--- config.mk ---
export PLATFORM = sky130hd
export DESIGN_NAME = dsc_deser_out
export DESIGN_NICKNAME = d
export VERILOG_FILES = /design/src/dsc_pkg.sv /design/src/dsc_deser_out.sv /design/src/dsc_pclk_switch.sv
export SDC_FILE = /design/constraint.sdc
export NUM_CORES = 1
export LEC_CHECK = 0
export BUFFER_PORTS_ARGS = -buffer_cell sky130_fd_sc_hd__buf_4
export CAP_MARGIN = 20
export CORE_MARGIN = 2
export CORE_UTILIZATION = 55
export DETAILED_ROUTE_END_ITERATION = 12
export HOLD_SLACK_MARGIN = 0.1
export PLACE_DENSITY = 0.79
export SYNTH_ARGS = -nofsm -noshare
export SYNTH_HDL_FRONTEND = slang
export SYNTH_SLANG_ARGS = --single-unit
export TNS_END_PERCENT = 5
--- constraint.sdc ---
create_clock -name clk_i -period 13.3 [get_ports clk_i]
set_input_delay 1.995 -clock clk_i [delete_from_list [all_inputs] [get_ports clk_i]]
set_output_delay 1.995 -clock clk_i [all_outputs]
set_load 0.005 [all_outputs]
--- src/dsc_pkg.sv ---
// Shared constants, types and helpers for the deserializer output-state block
package dsc_pkg;

  // Clock and timing
  localparam int CLK_FREQ_MHZ = 100;
  localparam int STOP_TIME_NS = 1000;
  localparam int STOP_CYC = (STOP_TIME_NS * CLK_FREQ_MHZ + 999) / 1000;
  localparam int LOCK_TIME_NS = 5000;
  localparam int LOCK_CYC = (LOCK_TIME_NS * CLK_FREQ_MHZ + 999) / 1000;
  localparam int CNT_W = 12;
  localparam logic [CNT_W-1:0] STOP_LAST = CNT_W'(STOP_CYC - 1);
  localparam logic [CNT_W-1:0] LOCK_LAST = CNT_W'(LOCK_CYC - 1);

  // Parallel video bus: 24 colour bits plus three sync bits
  localparam int VID_W = 27;

  // Register map, byte addresses
  localparam logic [7:0] REG_CTRL = 8'h00;
  localparam logic [7:0] REG_STATUS = 8'h04;
  localparam logic [7:0] REG_IRQ_STATUS = 8'h08;
  localparam logic [7:0] REG_IRQ_CLEAR = 8'h0c;
  localparam logic [7:0] REG_IRQ_ENABLE = 8'h10;
  localparam int CTRL_SRC_BIT = 31;
  localparam int CFG_W = 9;
  localparam int IRQ_LOCK_UP = 0;
  localparam int IRQ_LOCK_LOST = 1;
  localparam int IRQ_STREAM_STOP = 2;
  localparam int IRQ_W = 3;

  // Spread-spectrum phase accumulator
  localparam int NCO_W = 16;
  localparam int NCO_NOM = 16384;
  localparam logic [NCO_W-1:0] NOM_INC = NCO_W'(NCO_NOM);
  localparam int DEV_STEP_PERMILLE = 5;
  localparam int SSC_RECIP_NUM = 262144;

  typedef enum logic [1:0] {
    ST_PWRDN = 2'b00,
    ST_SLEEP = 2'b01,
    ST_LOCKING = 2'b10,
    ST_LOCKED = 2'b11
  } dsc_state_e;

  typedef struct packed {
    logic [3:0] spread_code;
    logic low_freq_range_sel;
    logic idle_output_state_sel;
    logic [2:0] fallback_osc_freq_sel;
  } dsc_cfg_s;

  typedef struct packed {
    logic [10:0] half;
    logic [10:0] recip;
  } dsc_ssc_s;

  function automatic dsc_ssc_s ssc_mk(input int div);
    ssc_mk.half = 11'(div / 2);
    ssc_mk.recip = 11'(SSC_RECIP_NUM / div);
  endfunction

  // Modulation period in pixel clocks per code group and range
  function automatic dsc_ssc_s ssc_param(input logic lf, input logic [1:0] grp);
    unique case ({lf, grp})
      3'b000: ssc_param = ssc_mk(2168);
      3'b001: ssc_param = ssc_mk(1300);
      3'b010: ssc_param = ssc_mk(868);
      3'b011: ssc_param = ssc_mk(650);
      3'b100: ssc_param = ssc_mk(620);
      3'b101: ssc_param = ssc_mk(370);
      3'b110: ssc_param = ssc_mk(258);
      3'b111: ssc_param = ssc_mk(192);
    endcase
  endfunction

  // Peak increment offset: 0.5, 1.0, 1.5, 2.0 percent
  function automatic logic [8:0] ssc_dev(input logic [1:0] idx);
    ssc_dev = 9'((NCO_NOM * (int'(idx) + 1) * DEV_STEP_PERMILLE + 500) / 1000);
  endfunction

  // Half period in clk_i cycles: 50, 25, 16.7, 12.5, 10, 8.3, 6.25 MHz
  function automatic logic [3:0] osc_half(input logic [2:0] sel);
    unique case (sel)
      3'h0: osc_half = 4'h0;
      3'h1: osc_half = 4'h1;
      3'h2: osc_half = 4'h2;
      3'h3: osc_half = 4'h3;
      3'h4: osc_half = 4'h4;
      3'h5: osc_half = 4'h5;
      3'h6: osc_half = 4'h6;
      3'h7: osc_half = 4'h8;
    endcase
  endfunction

endpackage

--- src/dsc_deser_out.sv ---
// Deserializer output state, lock, spread-spectrum and fallback clock control
//
// Function
// - Spread spectrum modulates both pixel clock and data outputs; strap or register.
// - Normal range: code selects deviation and rate PCLK/2168, 1300, 868, 650.
// - Low range: same deviations at PCLK/620, 370, 258, 192; zero is off.
// - Power-down input low tristates pixel clock, data, lock and pass.
// - Auto-detect: stream stop powers down; resumed stream relocks and drives data.
// - Entering power-down returns all software registers to reset values.
// - Missing embedded clock bits enter sleep; restart relocks and resumes.
// - Sleep leaves software register contents unchanged.
// - Power-down release starts locking; lock output leaves tristate driven low.
// - Lock done drives lock high and presents recovered data and clock.
// - Pixel clock source changeover holds present level, without glitch.
// - Embedded clock loss drives lock low; data follows idle output select.
// - Static input: select low drives all low, high tristates clock and data.
// - Absent clock with oscillator enabled: oscillator clock, data lock pass low.
// - Oscillator code zero disables; others pick 50 down to 6.3 MHz.
// - Oscillator frequency comes from strap pins or a register.
// - Straps sampled during power-up; open strap reads low.
`timescale 1ns/1ps
module dsc_deser_out import dsc_pkg::*; (
  input wire logic clk_i, // System clock, 100 MHz
  input wire logic rst_i, // Synchronous reset, active high
  input wire logic wb_cyc_i, // Wishbone cycle
  input wire logic wb_stb_i, // Wishbone strobe
  input wire logic wb_we_i, // Wishbone write enable
  input wire logic [7:0] wb_adr_i, // Wishbone byte address
  input wire logic [3:0] wb_sel_i, // Wishbone byte select
  input wire logic [31:0] wb_dat_i, // Wishbone write data
  output logic [31:0] wb_dat_o, // Wishbone read data
  output logic wb_ack_o, // Wishbone acknowledge
  input wire logic power_down_n_i, // Power-down pin, low to power down
  input wire logic embedded_clk_i, // Embedded clock bit from the serial front end
  input wire dsc_cfg_s strap_cfg_i, // Configuration strap pins
  input wire logic strap_auto_pd_i, // Auto-detect power-down strap
  input wire logic [VID_W-1:0] rx_vid_i, // Recovered video word
  output logic pclk_o, // Pixel clock output
  output logic pclk_oe_o, // Pixel clock output enable
  output logic [VID_W-1:0] vid_o, // Parallel video and sync outputs
  output logic vid_oe_o, // Video output enable
  output logic lock_o, // Lock status
  output logic lock_oe_o, // Lock output enable
  output logic pass_o, // Pass status
  output logic pass_oe_o, // Pass output enable
  output logic irq_o // Interrupt, level
);

  ////////////////////////////////////////////////////////////////
  // Pin synchronisers
  logic [1:0] pd_sync_q;
  logic [2:0] ec_sync_q;
  dsc_cfg_s strap_s1_q;
  dsc_cfg_s strap_s2_q;
  logic apd_s1_q;
  logic apd_s2_q;
  logic pd;
  logic ec_edge;

  always_ff @(posedge clk_i) begin
    if (rst_i) begin
      pd_sync_q <= 2'h0;
      ec_sync_q <= 3'h0;
      strap_s1_q <= '0;
      strap_s2_q <= '0;
      apd_s1_q <= 1'b0;
      apd_s2_q <= 1'b0;
    end else begin
      pd_sync_q <= {pd_sync_q[0], power_down_n_i};
      ec_sync_q <= {ec_sync_q[1:0], embedded_clk_i};
      strap_s1_q <= strap_cfg_i;
      strap_s2_q <= strap_s1_q;
      apd_s1_q <= strap_auto_pd_i;
      apd_s2_q <= apd_s1_q;
    end
  end

  assign pd = pd_sync_q[1];
  assign ec_edge = ec_sync_q[2] ^ ec_sync_q[1];

  ////////////////////////////////////////////////////////////////
  // Embedded clock activity
  logic [CNT_W-1:0] quiet_q;
  logic present_q;
  logic stop_ev;

  assign stop_ev = present_q && !ec_edge && quiet_q == STOP_LAST;

  always_ff @(posedge clk_i) begin
    if (rst_i) begin
      quiet_q <= '0;
      present_q <= 1'b0;
    end else if (ec_edge) begin
      quiet_q <= '0;
      present_q <= 1'b1;
    end else if (quiet_q == STOP_LAST) begin
      present_q <= 1'b0;
    end else begin
      quiet_q <= quiet_q + CNT_W'(1);
    end
  end

  ////////////////////////////////////////////////////////////////
  // Power and lock sequencing
  dsc_state_e state_q;
  dsc_state_e state_d;
  logic [CNT_W-1:0] lock_cnt_q;
  dsc_cfg_s strap_q;
  logic auto_pd_q;

  always_comb begin
    state_d = state_q;
    unique case (state_q)
      ST_PWRDN: begin
        if (pd && (!auto_pd_q || present_q)) begin
          state_d = ST_LOCKING;
        end
      end
      ST_SLEEP: begin
        if (present_q) begin
          state_d = ST_LOCKING;
        end
      end
      ST_LOCKING: begin
        if (lock_cnt_q == LOCK_LAST) begin
          state_d = ST_LOCKED;
        end
      end
      ST_LOCKED: begin
        state_d = ST_LOCKED;
      end
    endcase
    if (state_q != ST_PWRDN) begin
      if (!pd) begin
        state_d = ST_PWRDN;
      end else if (!present_q) begin
        state_d = auto_pd_q ? ST_PWRDN : ST_SLEEP;
      end
    end
  end

  always_ff @(posedge clk_i) begin
    if (rst_i) begin
      state_q <= ST_PWRDN;
    end else begin
      state_q <= state_d;
    end
  end

  always_ff @(posedge clk_i) begin
    if (rst_i || state_q != ST_LOCKING) begin
      lock_cnt_q <= '0;
    end else begin
      lock_cnt_q <= lock_cnt_q + CNT_W'(1);
    end
  end

  // Straps follow the pins while powered down, frozen once running
  always_ff @(posedge clk_i) begin
    if (rst_i) begin
      strap_q <= '0;
      auto_pd_q <= 1'b0;
    end else if (state_q == ST_PWRDN) begin
      strap_q <= strap_s2_q;
      auto_pd_q <= apd_s2_q;
    end
  end

  ////////////////////////////////////////////////////////////////
  // Register file, cleared by power-down but not by sleep
  function automatic logic [31:0] merge(input logic [31:0] old, input logic [31:0] wd, input logic [3:0] sel);
    logic [31:0] r;
    r = old;
    for (int i = 0; i < 4; i++) begin
      if (sel[i]) begin
        r[i*8 +: 8] = wd[i*8 +: 8];
      end
    end
    return r;
  endfunction

  dsc_cfg_s cfg_reg_q;
  dsc_cfg_s cfg;
  logic src_q;
  logic [IRQ_W-1:0] irq_en_q;
  logic [IRQ_W-1:0] irq_st_q;
  logic [IRQ_W-1:0] irq_ev;
  logic [IRQ_W-1:0] irq_clr;
  logic regs_clr;
  logic wb_hit;
  logic wb_wr;
  logic [31:0] ctrl_rd;
  logic [31:0] ctrl_wr;
  logic [31:0] en_wr;

  assign regs_clr = rst_i || state_q == ST_PWRDN;
  assign wb_hit = wb_cyc_i && wb_stb_i && !wb_ack_o;
  assign wb_wr = wb_hit && wb_we_i;
  assign ctrl_rd = {src_q, 22'h0, cfg_reg_q};
  assign ctrl_wr = merge(ctrl_rd, wb_dat_i, wb_sel_i);
  assign en_wr = merge({29'h0, irq_en_q}, wb_dat_i, wb_sel_i);
  assign cfg = src_q ? cfg_reg_q : strap_q;

  always_ff @(posedge clk_i) begin
    if (regs_clr) begin
      cfg_reg_q <= '0;
      src_q <= 1'b0;
      irq_en_q <= '0;
    end else if (wb_wr && wb_adr_i == REG_CTRL) begin
      cfg_reg_q <= ctrl_wr[CFG_W-1:0];
      src_q <= ctrl_wr[CTRL_SRC_BIT];
    end else if (wb_wr && wb_adr_i == REG_IRQ_ENABLE) begin
      irq_en_q <= en_wr[IRQ_W-1:0];
    end
  end

  assign irq_ev[IRQ_LOCK_UP] = state_d == ST_LOCKED && state_q != ST_LOCKED;
  assign irq_ev[IRQ_LOCK_LOST] = state_q == ST_LOCKED && state_d != ST_LOCKED;
  assign irq_ev[IRQ_STREAM_STOP] = stop_ev;
  assign irq_clr = (wb_wr && wb_adr_i == REG_IRQ_CLEAR && wb_sel_i[0]) ? wb_dat_i[IRQ_W-1:0] : '0;

  // New events win over a clear in the same cycle
  always_ff @(posedge clk_i) begin
    if (regs_clr) begin
      irq_st_q <= '0;
    end else begin
      irq_st_q <= (irq_st_q & ~irq_clr) | irq_ev;
    end
  end

  assign irq_o = |(irq_st_q & irq_en_q);

  always_ff @(posedge clk_i) begin
    if (rst_i) begin
      wb_ack_o <= 1'b0;
      wb_dat_o <= 32'h0;
    end else begin
      wb_ack_o <= wb_hit;
      wb_dat_o <= 32'h0;
      if (wb_hit && !wb_we_i) begin
        unique case (wb_adr_i)
          REG_CTRL: wb_dat_o <= ctrl_rd;
          REG_STATUS: wb_dat_o <= {28'h0, state_q, present_q, lock_o};
          REG_IRQ_STATUS: wb_dat_o <= {29'h0, irq_st_q};
          REG_IRQ_ENABLE: wb_dat_o <= {29'h0, irq_en_q};
          default: wb_dat_o <= 32'h0;
        endcase
      end
    end
  end

  ////////////////////////////////////////////////////////////////
  // Spread-spectrum pixel clock: triangle-swept phase accumulator
  dsc_ssc_s ssc;
  logic [3:0] code_m1;
  logic [8:0] dev;
  logic [10:0] tri_q;
  logic tri_up_q;
  logic [21:0] tri_prod;
  logic [18:0] dev_prod;
  logic [NCO_W-1:0] inc;
  logic [NCO_W-1:0] acc_q;
  logic [NCO_W:0] acc_sum;
  logic ssc_clk_q;
  logic pix_rise;
  logic locked;

  assign locked = state_q == ST_LOCKED;
  assign code_m1 = cfg.spread_code - 4'h1;
  assign ssc = ssc_param(cfg.low_freq_range_sel, code_m1[3:2]);
  assign dev = ssc_dev(code_m1[1:0]);
  assign tri_prod = 22'(tri_q * ssc.recip);
  assign dev_prod = 19'(dev * tri_prod[17:8]);
  // Quantised sweep; the rate stays exact, the peak deviation is within one step
  assign inc = (cfg.spread_code == 4'h0) ? NOM_INC :
               NCO_W'(NOM_INC + {6'h0, dev_prod[17:8]} - {7'h0, dev});
  assign acc_sum = {1'b0, acc_q} + {1'b0, inc};
  assign pix_rise = locked && acc_sum[NCO_W] && !ssc_clk_q;

  always_ff @(posedge clk_i) begin
    if (rst_i || !locked) begin
      acc_q <= '0;
      ssc_clk_q <= 1'b0;
    end else begin
      acc_q <= acc_sum[NCO_W-1:0];
      if (acc_sum[NCO_W]) begin
        ssc_clk_q <= ~ssc_clk_q;
      end
    end
  end

  always_ff @(posedge clk_i) begin
    if (rst_i || cfg.spread_code == 4'h0 || tri_q > ssc.half) begin
      tri_q <= 11'h0;
      tri_up_q <= 1'b1;
    end else if (pix_rise) begin
      if (tri_up_q) begin
        tri_q <= tri_q + 11'h1;
        tri_up_q <= (tri_q + 11'h1) != ssc.half;
      end else begin
        tri_q <= tri_q - 11'h1;
        tri_up_q <= tri_q == 11'h1;
      end
    end
  end

  ////////////////////////////////////////////////////////////////
  // Output states
  logic use_osc;

  assign use_osc = cfg.fallback_osc_freq_sel != 3'h0 && !present_q &&
                   (state_q == ST_SLEEP || state_q == ST_LOCKING);

  dsc_pclk_switch u_pclk_switch (
    .clk_i(clk_i),
    .rst_i(rst_i),
    .osc_sel_i(cfg.fallback_osc_freq_sel),
    .use_osc_i(use_osc),
    .ssc_clk_i(ssc_clk_q),
    .pclk_o(pclk_o)
  );

  // Video words move only on modulated pixel edges, so data spreads too
  always_ff @(posedge clk_i) begin
    if (rst_i || !locked) begin
      vid_o <= '0;
    end else if (pix_rise) begin
      vid_o <= rx_vid_i;
    end
  end

  always_ff @(posedge clk_i) begin
    if (rst_i) begin
      {pclk_oe_o, vid_oe_o, lock_oe_o, pass_oe_o, lock_o, pass_o} <= 6'h0;
    end else begin
      unique case (state_q)
        ST_PWRDN: begin
          {pclk_oe_o, vid_oe_o, lock_oe_o, pass_oe_o, lock_o, pass_o} <= 6'h0;
        end
        ST_LOCKED: begin
          {pclk_oe_o, vid_oe_o, lock_oe_o, pass_oe_o, lock_o, pass_o} <= 6'h3f;
        end
        default: begin
          lock_oe_o <= 1'b1;
          pass_oe_o <= 1'b1;
          lock_o <= 1'b0;
          pass_o <= 1'b0;
          pclk_oe_o <= use_osc || !cfg.idle_output_state_sel;
          vid_oe_o <= use_osc || !cfg.idle_output_state_sel;
        end
      endcase
    end
  end
endmodule

--- src/dsc_pclk_switch.sv ---
// Fallback oscillator and glitch-free pixel clock output selector
`timescale 1ns/1ps
module dsc_pclk_switch import dsc_pkg::*; (
  input wire logic clk_i, // System clock
  input wire logic rst_i, // Synchronous reset
  input wire logic [2:0] osc_sel_i, // Oscillator frequency code
  input wire logic use_osc_i, // Request oscillator as source
  input wire logic ssc_clk_i, // Modulated recovered clock level
  output logic pclk_o // Pixel clock output level
);

  logic [3:0] osc_cnt_q;
  logic osc_q;
  logic cur_q;
  logic src_lvl;

  ////////////////////////////////////////////////////////////////
  // Oscillator divider, stopped while disabled
  always_ff @(posedge clk_i) begin
    if (rst_i || osc_sel_i == 3'h0) begin
      osc_cnt_q <= 4'h0;
      osc_q <= 1'b0;
    end else if (osc_cnt_q >= osc_half(osc_sel_i) - 4'h1) begin
      osc_cnt_q <= 4'h0;
      osc_q <= ~osc_q;
    end else begin
      osc_cnt_q <= osc_cnt_q + 4'h1;
    end
  end

  ////////////////////////////////////////////////////////////////
  // Switch only once the new source sits at the held level
  assign src_lvl = use_osc_i ? osc_q : ssc_clk_i;

  always_ff @(posedge clk_i) begin
    if (rst_i) begin
      cur_q <= 1'b0;
      pclk_o <= 1'b0;
    end else if (use_osc_i != cur_q) begin
      if (src_lvl == pclk_o) begin
        cur_q <= use_osc_i;
      end
    end else begin
      pclk_o <= cur_q ? osc_q : ssc_clk_i;
    end
  end
endmodule

==> metrics.md, run 1 <==
| Metric | Value |
|---|---|
| Worst Path Arrival | `13.98 ns` |
| Area of the multi-input gates | `10600 um2` |
| Synth warnings | `0` |
| Critical-path top delay cell | `fa_1` |
| Die W | `165 um` |
| Fin. max-slew vios | `0` |
| Synth area leader | `dfxtp_1` |
| GR Overflow Total | `0` |
| RSZ-0062 raised after global routing | `yes` |
| CTS H-tree lvls | `4` |
| Switching portion of total power | `26.6%` |
| Post-layout min period | `13.61 ns` |
| Port Buf Inserts | `110` |
| Avg Cell Area, Syn | `8.54 um2` |
| Number of synthesized flops with an enable pin | `0` |
| Fill cells | `1675` |
| Synth Area in XOR/XNOR | `6.98%` |
| Antenna violations before repair | `0` |
| I/O pins | `156` |
| Cell internal pwr | `0.830 mW` |
| Post-Synthesis Cells | `1673` |
| Worst-Margin Slew | `0.815 ns` |
| Cell Rows | `58` |
| Outcome | `finished with violations` |
| Final std cells w/o fill | `2288` |
| Top delay family on crit path | `adder cells` |
| Critical path launch point type | `register` |
| Clock share of power | `44.0%` |
| Flops & latches, synth | `155` |
| Worst EP required | `13.67 ns` |
| Synthesized area | `14300 um2` |
| Diodes inserted | `0` |
| Relative max-transition margin | `45.7%` |
| Layout cell share with drive strength beyond 1 | `24.9%` |
| Final setup fails | `42` |
| Critical-path maximum fanout | `8` |
| Post-synthesis mux area share | `3.11%` |
| Seq/Total Area, Yosys | `21.7%` |
| Worst hold path class | `reg2reg` |
| Crit path capture type | `register` |
| Most frequent CP cell | `fa_1` |
| Largest net degree at the start of global routing | `50` |
| Initial core utilization | `56.4%` |
| Synth top area cells | `dfxtp_1, fa_1, ha_1` |
| # DRC | `0` |
| Core area | `25300 um2` |
| Wire length per cell | `16.1 um` |
| Adder-cell share of the synthesized area | `30.6%` |
| Fmax | `73.5 MHz` |
| Logic pwr share | `14.1%` |
| Setup WS post-layout | `-0.312 ns` |
| CP Class | `reg2reg` |
| Synth Area in Compound Gates | `7.84%` |
| Most frequent cells in the layout | `buf_4, inv_1, nand2_1, dfxtp_1, nor2_1` |
| Vias/cell | `5.41` |
| Setup TNS | `-9.93 ns` |
| Gpl congestion | `0.917` |
| CP max stage delay | `0.58 ns` |
| Hold Violations, Final | `0` |
| Nets | `2305` |
| Crit path buf inv count | `14` |
| Num CTS Buffers | `17` |
| DR pass1 iterations | `6` |
| Num Clock Sinks | `155` |
| Initial DRC Count | `711` |
| Max Clock Skew | `0.0174 ns` |
| Tcrit/Tclk final | `102%` |
| CTS tree | `yes` |
| WL final | `36800 um` |
| Simple-gate area share of the yosys netlist | `20.5%` |
| Hold slack | `0.435 ns` |
| Max rail drop VDD | `0.0829 mV` |
| Asr flop ratio synth | `0%` |
| Area share of the largest cell type after synthesis | `21.7%` |
| Reg power frac | `41.9%` |
| Final ANT Viol Nets | `0` |
| Placed Cells | `2226` |
| Via Count | `12371` |
| Leak | `8.78 nW` |
| Number of global-route vias before repair | `12810` |
| CTS max path bufs | `2` |
| GRT Total Usage | `27.0%` |
| Clock-pin slew on the worst setup and hold paths | `0.07 ns` |
| Max-Cap Viols | `0` |
| Die Span Y | `165 um` |
| Most common cell after layout, fill and taps aside | `buf_4` |
| Sequential cell area | `3110 um2` |
| Power density over cell area | `62.3 nW/um2` |
| Main combinational cell family by area after synthesis | `adder cells` |
| Die Area | `27300 um2` |
| Failing checks | `negative setup slack` |
| Post-synth top flop | `dfxtp_1` |
| Psw | `0.301 mW` |
| Util after Layout | `71.7%` |
| Count of cell types in the netlist | `68` |
| Area grow syn2layout | `27.1%` |
| First-pass GRT wire length | `59500 um` |
| Clock root buffer | `clkbuf_16` |
| Final HPWL DP | `26100 um` |
| Worst skew pair latency | `0.43 ns` |
## flip-flops by register name, indices dropped and copies added (netlist names), 2 cells and up
signal                   cells
strap_s1_q                   9
lock_cnt_q                  12
irq_en_q                     3
ec_sync_q                    3
pd_sync_q                    2
acc_q                       16
tri_q                       11
cfg_reg_q                    9
state_q                      2
wb_dat_o                    10
u_pclk_switch.osc_cnt_q      4
strap_q                      9
irq_st_q                     3
quiet_q                     12
strap_s2_q                   9
vid_o                       27
## cells by family after synthesis
kind of cell,Yosys count
XOR/XNOR,109
other,1
AO/OA/AOI/OAI,174
flip-flops,155
AND/OR/NAND/NOR,600
multiplexers,40
buffers and inverters,323
adder cells (fa/ha/maj),271
## metal layers
metal  global-route usage, %  part of all wire [%]  wire length [um]
met5                       0                     0                 0
met4                    8.70                   3.1              1140
met3                    4.30                   6.0              2210
met2                    47.1                    50             18400
met1                    34.1                    41             15100
## power groups by stage
stage	Clock [mW]	Sequential (mW)	Combinational, mW
final	0.498	0.474	0.160
after global routing	0.525	0.474	0.172
after CTS	0.503	0.474	0.146
after detailed placement	0	0.484	0.139
after global placement	0	0.484	0.134
after floorplan	0	0.483	0.0814
## timing repair
| item | CTS | global route |
|---|---|---|
| resized for setup | 51 | 80 |
| hold buffers | 0 | 0 |
| setup buffers | 13 | 16 |
| setup endpoints to repair | 45 | 46 |
| pin swaps | 50 | 53 |
| cloned | 0 | 3 |
## synthesized netlist by cell type, drive strengths merged, types with 10 or more instances
cell type    n
inv        228
nand2      169
dfxtp      155
nor2       152
ha         140
fa         131
and2        82
a21oi       71
clkbuf      66
xnor2       61
xor2        46
nor2b       40
nand3       35
mux2i       34
o21ai       33
buf         28
and3        27
nand2b      22
nor3        21
a21o        12
nand4       10
nor4        10
## per-stage QoR
step | power [mW] | worst slack [ns] | instance area [um2]
finish | 1.13 | -0.312 | 18200
global route | 1.17 | -0.785 | 18200
CTS | 1.12 | 0.00380 | 17600
detailed placement | 0.623 | -0.785 | 16700
global placement | 0.618 | -0.600 | 16700
floorplan | 0.565 | 0.00559 | 14500
## worst paths after layout
| path | start | to | slack [ns] | cells past startpoint |
|---|---|---|---|---|
| max | src_q$_SDFFE_PP0P_ | tri_q[9]$_SDFFE_PP0P_ | -0.31 | 63 |
| max reg2reg | src_q$_SDFFE_PP0P_ | tri_q[9]$_SDFFE_PP0P_ | -0.31 | 63 |
| min | strap_s1_q[6]$_SDFF_PP0_ | strap_s2_q[6]$_SDFF_PP0_ | 0.44 | 1 |
| min reg2reg | strap_s1_q[6]$_SDFF_PP0_ | strap_s2_q[6]$_SDFF_PP0_ | 0.44 | 1 |
## area by class of cell
class / count / share of cell area [%]
flip-flops and latches: 155 / 17.1
inverters: 229 / 4.76
clock buffers: 17 / 2.34
clock inverters: 14 / 0.944
well taps: 330 / 2.27
multi-input cells: 1216 / 58.3
repair buffers: 327 / 14.2
Note: power is estimated with default switching activity, not from simulation.
==> inputs of run 2 (changes only) <==
--- a/config.mk
+++ b/config.mk
@@ -12,6 +12,7 @@
 export DETAILED_ROUTE_END_ITERATION = 12
 export HOLD_SLACK_MARGIN = 0.1
 export PLACE_DENSITY = 0.79
+export REMOVE_ABC_BUFFERS = 1
 export SYNTH_ARGS = -nofsm -noshare
 export SYNTH_HDL_FRONTEND = slang
 export SYNTH_SLANG_ARGS = --single-unit
==> run 2 against run 1 <==
  * Cell count fell by 0.31%
  * Highest routed layer unchanged
  * Utilization shrank 0.12 points
  * Critical path depth grew 2
  * Clock power barely moved
  * Wire length increased by 6.3%
  * The flow still finishes with violations (negative setup slack)
  * Sequential cell count stayed put
==> metrics.md, run 2 (synthesis results as in run 1) <==
| Metric | Value |
|---|---|
| Cell Rows | `58` |
| Max-Cap Viols | `0` |
| Worst skew pair latency | `0.45 ns` |
| Largest regs | `vid_o x27, acc_q x16` |
| Fin. max-slew vios | `0` |
| Critical path launch point type | `register` |
| Area after DPL | `16500 um2` |
| Largest net degree at the start of global routing | `50` |
| Initial core utilization | `56.4%` |
| Most frequent cells in the layout | `buf_4, inv_1, nand2_1, dfxtp_1, nor2_1` |
| Clock-pin slew on the worst setup and hold paths | `0.08 ns` |
| CTS Hold Bufs | `0` |
| CP max stage delay | `0.56 ns` |
| Final HPWL DP | `26400 um` |
| Logic pwr share | `14.2%` |
| Leak | `8.71 nW` |
| Setup WS post-layout | `-0.411 ns` |
| Post-layout min period | `13.71 ns` |
| Final std cells w/o fill | `2281` |
| Pre-CTS setup slack | `-1.08 ns` |
| Outcome | `finished with violations` |
| First-pass GRT wire length | `60600 um` |
| Diodes inserted | `0` |
| Die Span Y | `165 um` |
| Cell internal pwr | `0.800 mW` |
| Port Buf Inserts | `110` |
| Setup TNS | `-12.59 ns` |
| Hold Violations, Final | `0` |
| Wire length per cell | `17.2 um` |
| CTS tree | `yes` |
| RSZ-0062 raised after global routing | `yes` |
| Largest register by flop count | `vid_o` |
| Psw | `0.336 mW` |
| Power density over cell area | `62.7 nW/um2` |
| Die Area | `27300 um2` |
| Area grow syn2layout | `26.8%` |
| Most frequent CP cell | `fa_1` |
| Layout cell share with drive strength beyond 1 | `25.2%` |
| CP Class | `reg2reg` |
| Clock root buffer | `clkbuf_16` |
| Hold slack | `0.435 ns` |
| Final setup fails | `40` |
| Area of the multi-input gates | `10600 um2` |
| Clock share of power | `44.1%` |
| Sequential cell area | `3110 um2` |
| Util after Layout | `71.5%` |
| Failing checks | `negative setup slack` |
| CTS max path bufs | `2` |
| Die W | `165 um` |
| Antenna violations before repair | `0` |
| Crit path buf inv count | `18` |
| Num CTS Buffers | `17` |
| Max Clock Skew | `0.0248 ns` |
| Number of global-route vias before repair | `13086` |
| Crit path capture type | `register` |
| Fmax | `72.9 MHz` |
| Worst Path Arrival | `14.06 ns` |
| CTS H-tree lvls | `4` |
| Most common cell after layout, fill and taps aside | `buf_4` |
| Fill cells | `1634` |
| Worst hold path class | `reg2reg` |
| Reg power frac | `41.7%` |
| Core area | `25300 um2` |
| Tot Pwr | `1.14 mW` |
| Placed Cells | `2221` |
| Critical-path top delay cell | `fa_1` |
| Worst-Margin Slew | `0.829 ns` |
| Gpl congestion | `0.923` |
| Max FFs per register | `27` |
| Max rail drop VDD | `0.0897 mV` |
| Nets | `2297` |
| WL final | `39200 um` |
| Fin area | `18100 um2` |
| DR pass1 iterations | `7` |
| Vias/cell | `5.55` |
| I/O pins | `156` |
| Worst EP required | `13.65 ns` |
| Num Clock Sinks | `155` |
| Initial DRC Count | `909` |
| Tcrit/Tclk final | `103%` |
| Switching portion of total power | `29.6%` |
| GR Overflow Total | `0` |
| GRT Total Usage | `27.8%` |
| # DRC | `0` |
| Final ANT Viol Nets | `0` |
| Critical-path maximum fanout | `8` |
| Top delay family on crit path | `adder cells` |
| Via Count | `12654` |
| Relative max-transition margin | `44.8%` |
[run 2: final timing paths]
path	startpoint	endpoint	slack, ns	depth (start not counted)
hold reg to reg	strap_s1_q[0]$_SDFF_PP0_	strap_s2_q[0]$_SDFF_PP0_	0.43	1
setup reg to reg	src_q$_SDFFE_PP0P_	tri_q[6]$_SDFFE_PP0P_	-0.41	65
hold / removal	strap_s1_q[0]$_SDFF_PP0_	strap_s2_q[0]$_SDFF_PP0_	0.43	1
setup / recovery	src_q$_SDFFE_PP0P_	tri_q[6]$_SDFFE_PP0P_	-0.41	65
[run 2: layout make-up]
class                      count  area share, %
sequential                   155           17.1
multi-input combinational   1216           58.5
tap                          330           2.28
timing repair buffer         319           14.0
clock inverter                15          0.911
clock buffer                  17           2.35
inverter                     229           4.78
[run 2: power by group through the flow]
| stage | clock network, mW | logic, mW | registers [mW] |
|---|---|---|---|
| after global placement | 0 | 0.131 | 0.484 |
| after global routing | 0.519 | 0.173 | 0.475 |
| after floorplan | 0 | 0.0667 | 0.484 |
| final | 0.501 | 0.161 | 0.474 |
| after CTS | 0.499 | 0.145 | 0.474 |
| after detailed placement | 0 | 0.135 | 0.485 |
[run 2: layer usage]
| metal | wire [um] | track usage [%] | up-vias |
|---|---|---|---|
| met5 | 0 | 0 | - |
| met4 | 1520 | 9.80 | 0 |
| met3 | 2740 | 4.90 | 133 |
| met2 | 19900 | 50.3 | 561 |
| met1 | 15000 | 33.0 | 6137 |
| li1 | - | - | 5823 |
[run 2: timing repair]
action                                  CTS  global route
cloned                                    0             2
setup buffers                            14            13
endpoints found under the setup margin   46            47
gates resized for setup                  61           106
pin swaps                                43            75
